==> config.mk <==
export PLATFORM = sky130hd
export DESIGN_NAME = ceb_branch_decode
export DESIGN_NICKNAME = d
export VERILOG_FILES = /design/src/inc/ceb_pkg.sv /design/src/hdl/ceb_cond_eval.sv /design/src/hdl/ceb_class_decode.sv /design/src/hdl/ceb_branch_decode.sv
export SDC_FILE = /design/constraint.sdc
export NUM_CORES = 1
export LEC_CHECK = 0
export BUFFER_PORTS_ARGS = -buffer_cell sky130_fd_sc_hd__buf_4
export CAP_MARGIN = 20
export CORE_ASPECT_RATIO = 0.8
export CORE_MARGIN = 3
export CORE_UTILIZATION = 50
export DETAILED_ROUTE_END_ITERATION = 10
export GPL_ROUTABILITY_DRIVEN = 0
export HOLD_SLACK_MARGIN = 0.1
export MAX_ROUTING_LAYER = met4
export PLACE_DENSITY_LB_ADDON = 0.3
export SETUP_SLACK_MARGIN = 0.15
export SLEW_MARGIN = 20
export SYNTH_ARGS = -nofsm -noshare
export SYNTH_HDL_FRONTEND = slang
export SYNTH_SLANG_ARGS = --single-unit
==> constraint.sdc <==
create_clock -name core_clk -period 6.6 [get_ports core_clk]
set_input_delay 0.99 -clock core_clk [delete_from_list [all_inputs] [get_ports core_clk]]
set_output_delay 0.99 -clock core_clk [all_outputs]
set_load 0.01 [all_outputs]
==> src/inc/ceb_pkg.sv <==
// Shared constants for the conditional-execute and branch decode block
package ceb_pkg;

  // Register byte offsets on the Wishbone slave
  localparam logic [5:0] CEB_OFS_CTRL   = 6'h00;  // Issue control / status
  localparam logic [5:0] CEB_OFS_INSTR  = 6'h04;  // Instruction word to execute
  localparam logic [5:0] CEB_OFS_PC     = 6'h08;  // Address of current instruction
  localparam logic [5:0] CEB_OFS_FLAGS  = 6'h0c;  // Current status word flags
  localparam logic [5:0] CEB_OFS_LINK   = 6'h10;  // Link register of current bank
  localparam logic [5:0] CEB_OFS_RESULT = 6'h14;  // Class and outcome of last issue
  localparam logic [5:0] CEB_OFS_SCYC   = 6'h18;  // Sequential cycle count
  localparam logic [5:0] CEB_OFS_NCYC   = 6'h1c;  // Nonsequential cycle count
  localparam logic [5:0] CEB_OFS_TARGET = 6'h20;  // Last computed branch target

  // Control register fields
  localparam int CEB_CTRL_ISSUE = 0;  // Write 1: execute the held instruction
  localparam int CEB_CTRL_DONE  = 1;  // Read: an issue has completed since reset

  // Status word flag positions (N, Z, C, V in the top nibble)
  localparam int CEB_FLAG_N = 31;
  localparam int CEB_FLAG_Z = 30;
  localparam int CEB_FLAG_C = 29;
  localparam int CEB_FLAG_V = 28;
  localparam logic [31:0] CEB_FLAGS_MASK = 32'hf0000000;

  // Instruction field positions
  localparam int CEB_COND_HI   = 31;
  localparam int CEB_COND_LO   = 28;
  localparam int CEB_LINK_BIT  = 24;
  localparam int CEB_OFFS_HI   = 23;
  localparam int CEB_OFFS_W    = 24;

  // Condition codes
  localparam logic [3:0] CEB_COND_EQUAL      = 4'h0;  // equal_condition, zero set
  localparam logic [3:0] CEB_COND_UNEQUAL    = 4'h1;  // Zero clear
  localparam logic [3:0] CEB_COND_CARRY      = 4'h2;  // Carry set
  localparam logic [3:0] CEB_COND_NOCARRY    = 4'h3;  // Carry clear
  localparam logic [3:0] CEB_COND_NEG        = 4'h4;  // Negative set
  localparam logic [3:0] CEB_COND_NONNEG     = 4'h5;  // Negative clear
  localparam logic [3:0] CEB_COND_OVF        = 4'h6;  // Overflow set
  localparam logic [3:0] CEB_COND_NOOVF      = 4'h7;  // Overflow clear
  localparam logic [3:0] CEB_COND_ABOVE      = 4'h8;  // Unsigned higher
  localparam logic [3:0] CEB_COND_NOTABOVE   = 4'h9;  // Unsigned lower or same
  localparam logic [3:0] CEB_COND_NOTLESS    = 4'ha;  // Signed greater or equal
  localparam logic [3:0] CEB_COND_LESS       = 4'hb;  // Signed less
  localparam logic [3:0] CEB_COND_GREATER    = 4'hc;  // Signed greater
  localparam logic [3:0] CEB_COND_NOTGREATER = 4'hd;  // Signed less or equal
  localparam logic [3:0] CEB_COND_ALWAYS = 4'he;  // always_condition
  localparam logic [3:0] CEB_COND_NEVER  = 4'hf;  // never_condition

  // Instruction class bit positions in the one-hot class vector
  localparam int CEB_CLS_W     = 11;
  localparam int CEB_CLS_DP    = 0;   // Data processing
  localparam int CEB_CLS_MUL   = 1;   // Multiply
  localparam int CEB_CLS_SWP   = 2;   // Single swap
  localparam int CEB_CLS_SDT   = 3;   // Single transfer
  localparam int CEB_CLS_UND   = 4;   // Undefined
  localparam int CEB_CLS_BDT   = 5;   // Block transfer
  localparam int CEB_CLS_BR    = 6;   // Branch
  localparam int CEB_CLS_CDT   = 7;   // Coprocessor transfer
  localparam int CEB_CLS_CDO   = 8;   // Coprocessor operation
  localparam int CEB_CLS_CRT   = 9;   // Coprocessor register transfer
  localparam int CEB_CLS_SWI   = 10;  // Software interrupt

  // Result register fields
  localparam int CEB_RES_PASS  = 16;  // Condition passed
  localparam int CEB_RES_TAKEN = 17;  // Branch taken
  localparam int CEB_RES_LINK  = 18;  // Link register was written

  // Address arithmetic
  localparam logic [31:0] CEB_WORD_BYTES = 32'h00000004;  // One instruction
  localparam logic [31:0] CEB_PC_AHEAD   = 32'h00000008;  // Prefetch lead

  // Incremental cycle costs
  localparam logic [31:0] CEB_BR_SCYC   = 32'h00000002;  // Taken branch S cycles
  localparam logic [31:0] CEB_BR_NCYC   = 32'h00000001;  // Taken branch N cycles
  localparam logic [31:0] CEB_PLAIN_SCYC = 32'h00000001;  // Any other retire

endpackage

==> src/hdl/ceb_cond_eval.sv <==
// Condition field evaluator against the N, Z, C, V flags
`timescale 1ns/1ps
`default_nettype none
module ceb_cond_eval
  import ceb_pkg::*;
(
  input  wire logic [3:0] cond,      // Condition field of the instruction
  input  wire logic       flagN,     // Negative
  input  wire logic       flagZ,     // Zero
  input  wire logic       flagC,     // Carry
  input  wire logic       flagV,     // Overflow
  output logic            condPass   // Instruction may execute
);

  // One evaluation per code; never_condition treated as false
  always_comb begin
    unique case (cond)
      CEB_COND_EQUAL:      condPass = flagZ;
      CEB_COND_UNEQUAL:    condPass = !flagZ;
      CEB_COND_CARRY:      condPass = flagC;
      CEB_COND_NOCARRY:    condPass = !flagC;
      CEB_COND_NEG:        condPass = flagN;
      CEB_COND_NONNEG:     condPass = !flagN;
      CEB_COND_OVF:        condPass = flagV;
      CEB_COND_NOOVF:      condPass = !flagV;
      CEB_COND_ABOVE:      condPass = flagC && !flagZ;
      CEB_COND_NOTABOVE:   condPass = !flagC || flagZ;
      CEB_COND_NOTLESS:    condPass = (flagN == flagV);
      CEB_COND_LESS:       condPass = (flagN != flagV);
      CEB_COND_GREATER:    condPass = !flagZ && (flagN == flagV);
      CEB_COND_NOTGREATER: condPass = flagZ || (flagN != flagV);
      CEB_COND_ALWAYS: condPass = 1'b1;
      CEB_COND_NEVER:  condPass = 1'b0;
    endcase
  end

endmodule
`default_nettype wire

==> src/hdl/ceb_class_decode.sv <==
// Major instruction class decode from bits 27:24 and 7:4
`timescale 1ns/1ps
`default_nettype none
module ceb_class_decode
  import ceb_pkg::*;
(
  input  wire logic [31:0]          instr,     // Instruction word
  output logic [CEB_CLS_W-1:0]      cls        // One-hot class
);

  logic [3:0] top;   // Bits 27:24
  logic [3:0] low;   // Bits 7:4
  assign top = instr[27:24];
  assign low = instr[7:4];

  // Classification; unallocated patterns fall into the nearest class
  always_comb begin
    cls = '0;
    unique casez (top)
      4'b000?: begin
        // 1001 in bits 7:4 marks multiply (bit 24 low) or swap (bit 24 high)
        if (low == 4'h9 && !top[0]) begin
          cls[CEB_CLS_MUL] = 1'b1;
        end else if (low == 4'h9) begin
          cls[CEB_CLS_SWP] = 1'b1;
        end else begin
          cls[CEB_CLS_DP] = 1'b1;
        end
      end
      4'b001?: cls[CEB_CLS_DP]  = 1'b1;
      4'b010?: cls[CEB_CLS_SDT] = 1'b1;
      4'b011?: begin
        // Register-offset transfer with bit 4 set is undefined
        if (instr[4]) begin
          cls[CEB_CLS_UND] = 1'b1;
        end else begin
          cls[CEB_CLS_SDT] = 1'b1;
        end
      end
      4'b100?: cls[CEB_CLS_BDT] = 1'b1;
      4'b101?: cls[CEB_CLS_BR]  = 1'b1;
      4'b110?: cls[CEB_CLS_CDT] = 1'b1;
      4'b1110: begin
        // Bit 4 splits register transfer from data operation
        if (instr[4]) begin
          cls[CEB_CLS_CRT] = 1'b1;
        end else begin
          cls[CEB_CLS_CDO] = 1'b1;
        end
      end
      4'b1111: cls[CEB_CLS_SWI] = 1'b1;
    endcase
  end

endmodule
`default_nettype wire

==> src/hdl/ceb_branch_decode.sv <==
// Conditional-execute gate, class decode and branch execution unit
// Summary of operation
// - Gate every instruction on condition bits 31:28.
// - Always condition executes regardless of flags.
// - Equal condition executes only with zero set.
// - Branch target: offset shifted, sign extended, added.
// - Program counter used is two words ahead.
// - Link write holds next address; status unsaved.
// - Link bit clear leaves link register alone.
// - Taken branch costs 2S plus 1N.
//
// The implementer's own choices: the Wishbone register port and the register offsets.
`timescale 1ns/1ps
`default_nettype none
module ceb_branch_decode
  import ceb_pkg::*;
(
  input  wire logic        core_clk,   // Core clock, 20 MHz
  input  wire logic        rst,        // Synchronous reset, active high
  input  wire logic        cyc_i,      // Wishbone cycle
  input  wire logic        stb_i,      // Wishbone strobe
  input  wire logic        we_i,       // Wishbone write enable
  input  wire logic [5:0]  adr_i,      // Wishbone byte address
  input  wire logic [3:0]  sel_i,      // Wishbone byte selects
  input  wire logic [31:0] dat_i,      // Wishbone write data
  output logic      [31:0] dat_o,      // Wishbone read data
  output logic             ack_o,      // Wishbone acknowledge
  output logic             err_o       // Wishbone error, unmapped address
);

  // Software-visible state
  logic [31:0]          instrWord;     // Held instruction word
  logic [31:0]          pcReg;         // Address of the instruction to issue
  logic [31:0]          flagsReg;      // Status word, only NZCV implemented
  logic [31:0]          linkReg;       // Link register of the current bank
  logic [31:0]          sCycles;       // Accumulated sequential cycles
  logic [31:0]          nCycles;       // Accumulated nonsequential cycles
  logic [31:0]          targetReg;     // Last computed branch target
  logic [CEB_CLS_W-1:0] lastClass;     // Class of the last issued word
  logic                 lastPass;      // Condition outcome of last issue
  logic                 lastTaken;     // Last issue was a taken branch
  logic                 lastLinked;    // Last issue wrote the link register
  logic                 issueDone;     // Sticky: an issue has completed

  // Execution pipeline control
  logic                 issuePend;     // One-cycle execute strobe

  // Bus decode
  logic                 busReq;        // New request this cycle
  logic                 busWr;         // Accepted write
  logic                 addrHit;       // Address is mapped
  logic [31:0]          byteMask;      // Byte enables as a bit mask
  logic [31:0]          next_rdata;    // Read data mux

  // Decode results
  logic                 condPass;      // Condition evaluated true
  logic [CEB_CLS_W-1:0] cls;           // One-hot class
  logic                 isBranch;      // Branch class decoded
  logic                 linkBit;       // Branch with link requested
  logic [31:0]          offsExt;       // Shifted, sign-extended offset
  logic [31:0]          pcAhead;       // Prefetch-adjusted program counter
  logic [31:0]          next_target;   // Branch destination
  logic [31:0]          next_seq;      // Address of following instruction

  // A request is new only while no ack is outstanding
  assign busReq   = cyc_i && stb_i && !ack_o && !err_o;
  assign busWr    = busReq && we_i && addrHit;
  assign byteMask = {{8{sel_i[3]}}, {8{sel_i[2]}}, {8{sel_i[1]}}, {8{sel_i[0]}}};

  // Address decode; reads beyond the map raise err_o
  always_comb begin
    addrHit = 1'b1;
    unique case (adr_i)
      CEB_OFS_CTRL, CEB_OFS_INSTR, CEB_OFS_PC, CEB_OFS_FLAGS, CEB_OFS_LINK,
      CEB_OFS_RESULT, CEB_OFS_SCYC, CEB_OFS_NCYC, CEB_OFS_TARGET: addrHit = 1'b1;
      default: addrHit = 1'b0;
    endcase
  end

  // Condition gate on the top nibble against N, Z, C, V
  ceb_cond_eval u_cond (
    .cond     (instrWord[CEB_COND_HI:CEB_COND_LO]),
    .flagN    (flagsReg[CEB_FLAG_N]),
    .flagZ    (flagsReg[CEB_FLAG_Z]),
    .flagC    (flagsReg[CEB_FLAG_C]),
    .flagV    (flagsReg[CEB_FLAG_V]),
    .condPass (condPass)
  );

  // Major class of the held word
  ceb_class_decode u_class (
    .instr (instrWord),
    .cls   (cls)
  );

  assign isBranch = cls[CEB_CLS_BR];
  assign linkBit  = instrWord[CEB_LINK_BIT];

  // Offset shifted two places and sign extended to a full word
  assign offsExt = {{6{instrWord[CEB_OFFS_HI]}},
                    instrWord[CEB_OFFS_W-1:0], 2'b00};
  // Program counter seen by the adder leads the branch by two words
  assign pcAhead     = pcReg + CEB_PC_AHEAD;
  assign next_target = pcAhead + offsExt;
  // Following instruction is one word past the branch
  assign next_seq    = pcReg + CEB_WORD_BYTES;

  // Issue strobe: a write of the issue bit executes on the next edge
  always_ff @(posedge core_clk) begin
    if (rst) begin
      issuePend <= 1'b0;
    end else begin
      issuePend <= busWr && (adr_i == CEB_OFS_CTRL) && sel_i[0] && dat_i[CEB_CTRL_ISSUE];
    end
  end

  // Instruction word, written by software only
  always_ff @(posedge core_clk) begin
    if (rst) begin
      instrWord <= 32'h00000000;
    end else if (busWr && adr_i == CEB_OFS_INSTR) begin
      instrWord <= (instrWord & ~byteMask) | (dat_i & byteMask);
    end
  end

  // Status flags; execution here never alters them
  always_ff @(posedge core_clk) begin
    if (rst) begin
      flagsReg <= 32'h00000000;
    end else if (busWr && adr_i == CEB_OFS_FLAGS) begin
      // Only the NZCV nibble is held, the rest reads zero
      flagsReg <= ((flagsReg & ~byteMask) | (dat_i & byteMask)) & CEB_FLAGS_MASK;
    end
  end

  // Program counter: execution advances it, software may load it
  always_ff @(posedge core_clk) begin
    if (rst) begin
      pcReg <= 32'h00000000;
    end else if (issuePend) begin
      if (condPass && isBranch) begin
        pcReg <= next_target;
      end else begin
        // Untaken or non-branch, including a failed condition
        pcReg <= next_seq;
      end
    end else if (busWr && adr_i == CEB_OFS_PC) begin
      pcReg <= (pcReg & ~byteMask) | (dat_i & byteMask);
    end
  end

  // Link register: written by a passing branch with link or by a software load
  always_ff @(posedge core_clk) begin
    if (rst) begin
      linkReg <= 32'h00000000;
    end else if (issuePend && condPass && isBranch && linkBit) begin
      // Status word is deliberately not captured alongside
      linkReg <= next_seq;
    end else if (busWr && adr_i == CEB_OFS_LINK) begin
      // Link bit clear or failed condition falls through here untouched
      linkReg <= (linkReg & ~byteMask) | (dat_i & byteMask);
    end
  end

  // Branch target is recorded for every branch, taken or not
  always_ff @(posedge core_clk) begin
    if (rst) begin
      targetReg <= 32'h00000000;
    end else if (issuePend && isBranch) begin
      targetReg <= next_target;
    end
  end

  // Incremental cycle accounting
  always_ff @(posedge core_clk) begin
    if (rst) begin
      sCycles <= 32'h00000000;
      nCycles <= 32'h00000000;
    end else if (issuePend) begin
      if (condPass && isBranch) begin
        // Refill after a taken branch costs two S and one N
        sCycles <= sCycles + CEB_BR_SCYC;
        nCycles <= nCycles + CEB_BR_NCYC;
      end else begin
        // Skipped or non-branch words cost a single S here
        sCycles <= sCycles + CEB_PLAIN_SCYC;
      end
    end else if (busWr && adr_i == CEB_OFS_SCYC) begin
      // Any write clears the counter
      sCycles <= 32'h00000000;
    end else if (busWr && adr_i == CEB_OFS_NCYC) begin
      nCycles <= 32'h00000000;
    end
  end

  // Outcome of the last issue for software to inspect
  always_ff @(posedge core_clk) begin
    if (rst) begin
      lastClass  <= '0;
      lastPass   <= 1'b0;
      lastTaken  <= 1'b0;
      lastLinked <= 1'b0;
      issueDone  <= 1'b0;
    end else if (issuePend) begin
      lastClass  <= cls;
      lastPass   <= condPass;
      lastTaken  <= condPass && isBranch;
      lastLinked <= condPass && isBranch && linkBit;
      issueDone  <= 1'b1;
    end
  end

  // Read data mux; unmapped reads return zero with an error
  always_comb begin
    next_rdata = 32'h00000000;
    unique case (adr_i)
      CEB_OFS_CTRL: begin
        next_rdata[CEB_CTRL_ISSUE] = issuePend;
        next_rdata[CEB_CTRL_DONE]  = issueDone;
      end
      CEB_OFS_INSTR:  next_rdata = instrWord;
      CEB_OFS_PC:     next_rdata = pcReg;
      CEB_OFS_FLAGS:  next_rdata = flagsReg;
      CEB_OFS_LINK:   next_rdata = linkReg;
      CEB_OFS_RESULT: begin
        next_rdata[CEB_CLS_W-1:0]  = lastClass;
        next_rdata[CEB_RES_PASS]   = lastPass;
        next_rdata[CEB_RES_TAKEN]  = lastTaken;
        next_rdata[CEB_RES_LINK]   = lastLinked;
      end
      CEB_OFS_SCYC:   next_rdata = sCycles;
      CEB_OFS_NCYC:   next_rdata = nCycles;
      CEB_OFS_TARGET: next_rdata = targetReg;
      default:        next_rdata = 32'h00000000;
    endcase
  end

  // Registered answer: one cycle after the request, dropped the next
  always_ff @(posedge core_clk) begin
    if (rst) begin
      ack_o <= 1'b0;
      err_o <= 1'b0;
      dat_o <= 32'h00000000;
    end else begin
      ack_o <= busReq && addrHit;
      err_o <= busReq && !addrHit;
      // Data sampled with the request so the master sees a stable word
      dat_o <= (busReq && !we_i) ? next_rdata : 32'h00000000;
    end
  end

endmodule
`default_nettype wire

Word level (Yosys, flattened, before mapping). Cells that the tools add are included.

Flip-flop bits (word level): 246. Output and inout bits: 34. Logic and storage cells: 151.

Muxes and demuxes: 35. Equality and inequality tests: 36. Add/subtract/negate cells: 6. Bitwise operators: 11. Reduce and logical (&&, ||, !) cells: 47.

Operator list (number): two-way mux 32 bit (12); bitwise AND 32 bit (5); OR 32 bit (4); case mux 13 bit (7 select lines) (1); adder 32 x 1 -> 32 bit, second input constant (2); case mux 9 bit (7 select lines) (1); equality test 4 bit, second input constant (11); adder 32 x 2 -> 32 bit, second input constant (1); adder 32 x 3 -> 32 bit, second input constant (1); adder 32 bit (1); adder 32 x 4 -> 32 bit, second input constant (1); inverter 32 bit (1); case mux 5 bit (6 select lines) (1); logical AND 1 bit (26); equality test 6 x 5 -> 1 bit, second input constant (4); case mux 3 bit (7 select lines) (1); equality test 4 x 3 -> 1 bit, second input constant (4); case mux 1 bit (16 select lines) (1); case mux 2 bit (8 select lines) (1); two-way mux 1 bit (13); equality test 6 x 4 -> 1 bit, second input constant (2); equality test 3 bit, second input constant (3); logical NOT 1 bit (9); OR reduction 9 bit (1); other kinds (20) (28).

Longest topological paths before layout.
Depth in word-level cells: 9. Mapped depth: 14. Gate-level depth less buffers: 14.

Modules after synthesis. From an unflattened synthesis, not the netlist that was laid out.

Cells, all modules: 1790. Area, all modules: 14142.3 um2.

Modules (own cells, without submodules): ceb_branch_decode (cells each 1747, instances 1, area an instance 13873.3 um2, seq. area each 4924.7 um2); ceb_cond_eval (cells each 23, instances 1, area an instance 155.1 um2, seq. area each 0.0 um2); ceb_class_decode (cells each 20, instances 1, area an instance 113.9 um2, seq. area each 0.0 um2).

Worst setup path before layout. OpenSTA, ideal clock, no wires.

Path kind: in2reg. Start: input adr_i[4]. End: register nCycles[23]. Required time: 6530 ps. Cell stages on the path: 8. Path slack: 3553 ps. Arrival time: 2976 ps. Library setup time: 70 ps. Cell sequence: buf_2 -> o31ai_2 -> nand4_2 -> nor4_2 -> o21ai_1 -> clkbuf_1 -> or3_2 -> a21oi_1.

Cells in the longest elaborated chain, start to end: 7. Elaborated cells on any way between the ends: 17. Classes of those cells: 9 x eq/ne; 1 x mux; 7 x reduce/logical.

RTL lines: from (decl) (RTL line ceb_branch_decode.sv:23) `input wire logic [5:0] adr_i,`; equality test 6 x 3 -> 1 bit (tied with other cells) (RTL line ceb_branch_decode.sv:73) `unique case (adr_i)`; OR reduction 9 bit (RTL line ceb_branch_decode.sv:73); two-way mux 1 bit (RTL line ceb_branch_decode.sv:73); logical AND 1 bit (RTL line ceb_branch_decode.sv:67) `assign busWr = busReq && we_i && addrHit;`; logical AND 1 bit, on equally long branches (RTL line ceb_branch_decode.sv:188, ceb_branch_decode.sv:191); != test 2 bit (no line) or nonzero test 2 bit (tied branches); AND reduction 3 bit (no line) (*); to (signal assigned) (RTL line ceb_branch_decode.sv:183) `nCycles <= nCycles + CEB_BR_NCYC;`; to (decl) (RTL line ceb_branch_decode.sv:37) `logic [31:0] nCycles;`.

Every way passes the cells marked *; elsewhere a longest branch is shown, timed or not. A chain may end at the register's enable or synchronous reset.

==> impl_metrics.py <==
metrics = {
    "timing": {
        "setup_viol": 0,
        "hold_viol_final": 0,
        "fin_crit_sh_pct": 56.5,
        "finalClockSkew_ns": 0.0136,
        "rsz0062_at_grt": "no",
        "relSlewSlack_pct": 24.2,
        "setup_tns_ns": 0,
        "slew_violations": 0,
        "tightest_slew_ns": 1.11,
        "finalCriticalPeriod_ns": 3.73,
        "fmax_mhz": 268,
    },
    "clock_tree": {
        "cts_hold_buf": 0,
        "numCtsBuffers": 27,
        "cts_setup_buffers": 0,
        "htreeDepth": 1,
        "clk-insertion-delay-late_ns": 0.55,
        "root_buffer": "clkbuf_16",
        "cts_tree": "done",
        "clk_path_buf_depth": 3,
        "cts.repair.resized": 0,
        "cts.sinks": 246,
        "cts.clk_slew.worst_paths_ns": 0.06,
    },
    "critical_path": {
        "slowest_stage": "dfxtp_1",
        "end_kind": "register",
        "arrival_ns": 4.19,
        "worst-path-max-fanout": 49,
        "cp.required_ns": 7.06,
        "setup.worst_path.class": "reg -> reg",
        "cp_common_cell": "buf_4",
        "startpoint_type": "register",
        "slowest_delay_ns": 0.56,
        "crit_chain": "nor2b_1, nand3_1, buf_4, nor2_1, mux2_2, buf_4, o21ai_1, or4_1, a21oi_1",
    },
    "synth": {
        "synth-main-ff-cell": "dfxtp_1",
        "ys_async_sr_fraction_pct": 0,
        "ys_top_cells_by_area": "dfxtp_1 36%, nand2_1 6.0%, ha_1 5.5%",
        "synth-seq-area-share_pct": 35.8,
        "synth_largest_area_cell": "dfxtp_1",
        "synth_seq_cells": 246,
        "syn_area_um2": 13800,
        "yosys.cell_types.count": 81,
        "yosys_warnings": 0,
        "synth_area_per_cell_um2": 8.00,
        "yosys.area.top_type_share_pct": 35.8,
        "synth_cells": 1721,
        "synth_edf_count": 0,
        "syn_nets": 1830,
    },
    "cells_and_area": {
        "syn2layout_area_growth_pct": 12.4,
        "num_antenna_cells": 0,
        "final_cell_mix": "245 x dfxtp_1, 219 x nand2_1, 167 x nor2_1, 120 x a21oi_1, 113 x nand3_1",
        "layout-drive-gt1-share_pct": 11.0,
        "final_common_cell": "dfxtp_1",
        "post-route-util_pct": 58.1,
        "nNetsFinal": 1850,
    },
    "outcome": {
        "outcome": "finished, final reports clean",
    },
    "job": {
        "maxCapViolCount": 0,
    },
    "floorplanning": {
        "ios": 81,
        "die_w_um": 192,
        "die_h_um": 154,
        "dieArea_um2": 29600,
        "rows": 53,
        "start_util_pct": 51.7,
        "coreArea_um2": 26700,
    },
    "global_routing": {
        "antenna_found_initial": 1,
        "grt_usage_pct": 32.6,
        "grt_pass1_wl_mm": 74.6,
        "grt_max_degree": 73,
        "grt_pass1_vias": 13350,
        "gr-total-overflow": 0,
    },
    "route": {
        "detail_route.iter0.violations": 1766,
        "wl_per_cell_um": 22.8,
        "viasPerCell": 6.68,
        "ant_nets": 0,
        "dr_total_vias": 14141,
        "first_pass_iters": 6,
        "drc": 0,
        "finalWirelength_mm": 48.3,
    },
    "power_and_ir_drop": {
        "p_per_area_nw_per_um2": 199,
        "ir_worst_vdd_v": 0.000185,
        "leakage_nw": 5.62,
    },
    "min_path": {
        "hold_class": "reg -> reg",
    },
    "placement": {
        "dp_hpwl_mm": 32.6,
        "io_buffers": 80,
    },
}
[cell usage after synthesis, types with 9 or more instances]
master      n
a211oi_1   10
a21o_1     14
a21oi_1   121
a221oi_1   17
a222oi_1    9
a22oi_1    83
a311oi_1   33
a31oi_1    42
and2_1     16
and3_1     22
clkbuf_1  100
dfxtp_1   246
ha_1       61
inv_1      28
mux2i_1    17
nand2_1   220
nand3_1   113
nand4_1    20
nor2_1    173
nor3_1     37
o211ai_1   25
o21ai_0    50
o31ai_1    12
or2_2       9
or3_1      12
or4_1      12
xnor2_1    49
xor2_1     21
[path summary, 6_finish.rpt]
path | start | to | slack [ns] | cells after the start
worst max-delay path | register | nCycles[17] | 2.87 | 9
worst min-delay path | targetReg[11] | targetReg[11] | 0.46 | 2
worst max register to register | register | nCycles[17] | 2.87 | 9
worst min register to register | targetReg[11] | targetReg[11] | 0.46 | 2
[routing by layer]
layer / track usage [%] / up-vias / share of wire, % / wire [µm]
met5: - / - / 0 / 0
met4: 13.2 / 0 / 4.5 / 2190
met3: 7.02 / 170 / 13 / 6110
met2: 47.1 / 930 / 41 / 20000
met1: 44.3 / 6596 / 41 / 20000
li1: - / 6445 / - / -
[critical path, delay by kind of cell, from the launching register on]
family	cells	cell delay [ns]
flip-flops	1	0.56
multiplexers	1	0.22
AO/OA/AOI/OAI	2	0.64
AND/OR/NAND/NOR	4	1.27
buffers and inverters	2	0.93
[area by class of cell]
cell class | count | area [µm²]
clock buffers | 39 | 781
clock inverters | 9 | 83.8
well taps | 357 | 447
flip-flops and latches | 246 | 4930
fillers | 2436 | 11200
multi-input cells | 1334 | 8360
repair buffers | 103 | 773
inverters | 29 | 109
[power by group]
group	switching, mW	total [mW]	internal, mW
clock	0.633	1.49	0.859
combinational	0.0709	0.100	0.0294
sequential	0.000290	1.49	1.48
total	0.704	3.08	2.37
[cell families after synthesis]
| group | synth area share (%) |
|---|---|
| AOI/OAI and AO/OA | 25.1 |
| xor gates and xnor gates | 4.45 |
| adders and majority gates | 5.69 |
| buffers and inverters | 3.91 |
| DFF | 35.8 |
| muxes | 1.48 |
| and+or+nand+nor | 23.6 |
[metrics by stage]
| step | total power, mW | instance area, µm² | instances | hold WS (ns) | worst slack (ns) |
|---|---|---|---|---|---|
| after floorplan | 1.56 | 13800 | 1721 | 0.432 | 3.55 |
| after global placement | 1.61 | 14600 | 2069 | 0.443 | 2.58 |
| after detailed placement | 1.61 | 14600 | 2069 | 0.449 | 2.42 |
| after CTS | 3.09 | 15500 | 2117 | 0.457 | 3.00 |
| after global routing | 3.15 | 15500 | 2117 | 0.476 | 2.68 |
| final | 3.08 | 15500 | 2117 | 0.459 | 2.87 |
(Power assumes the default switching activity.)
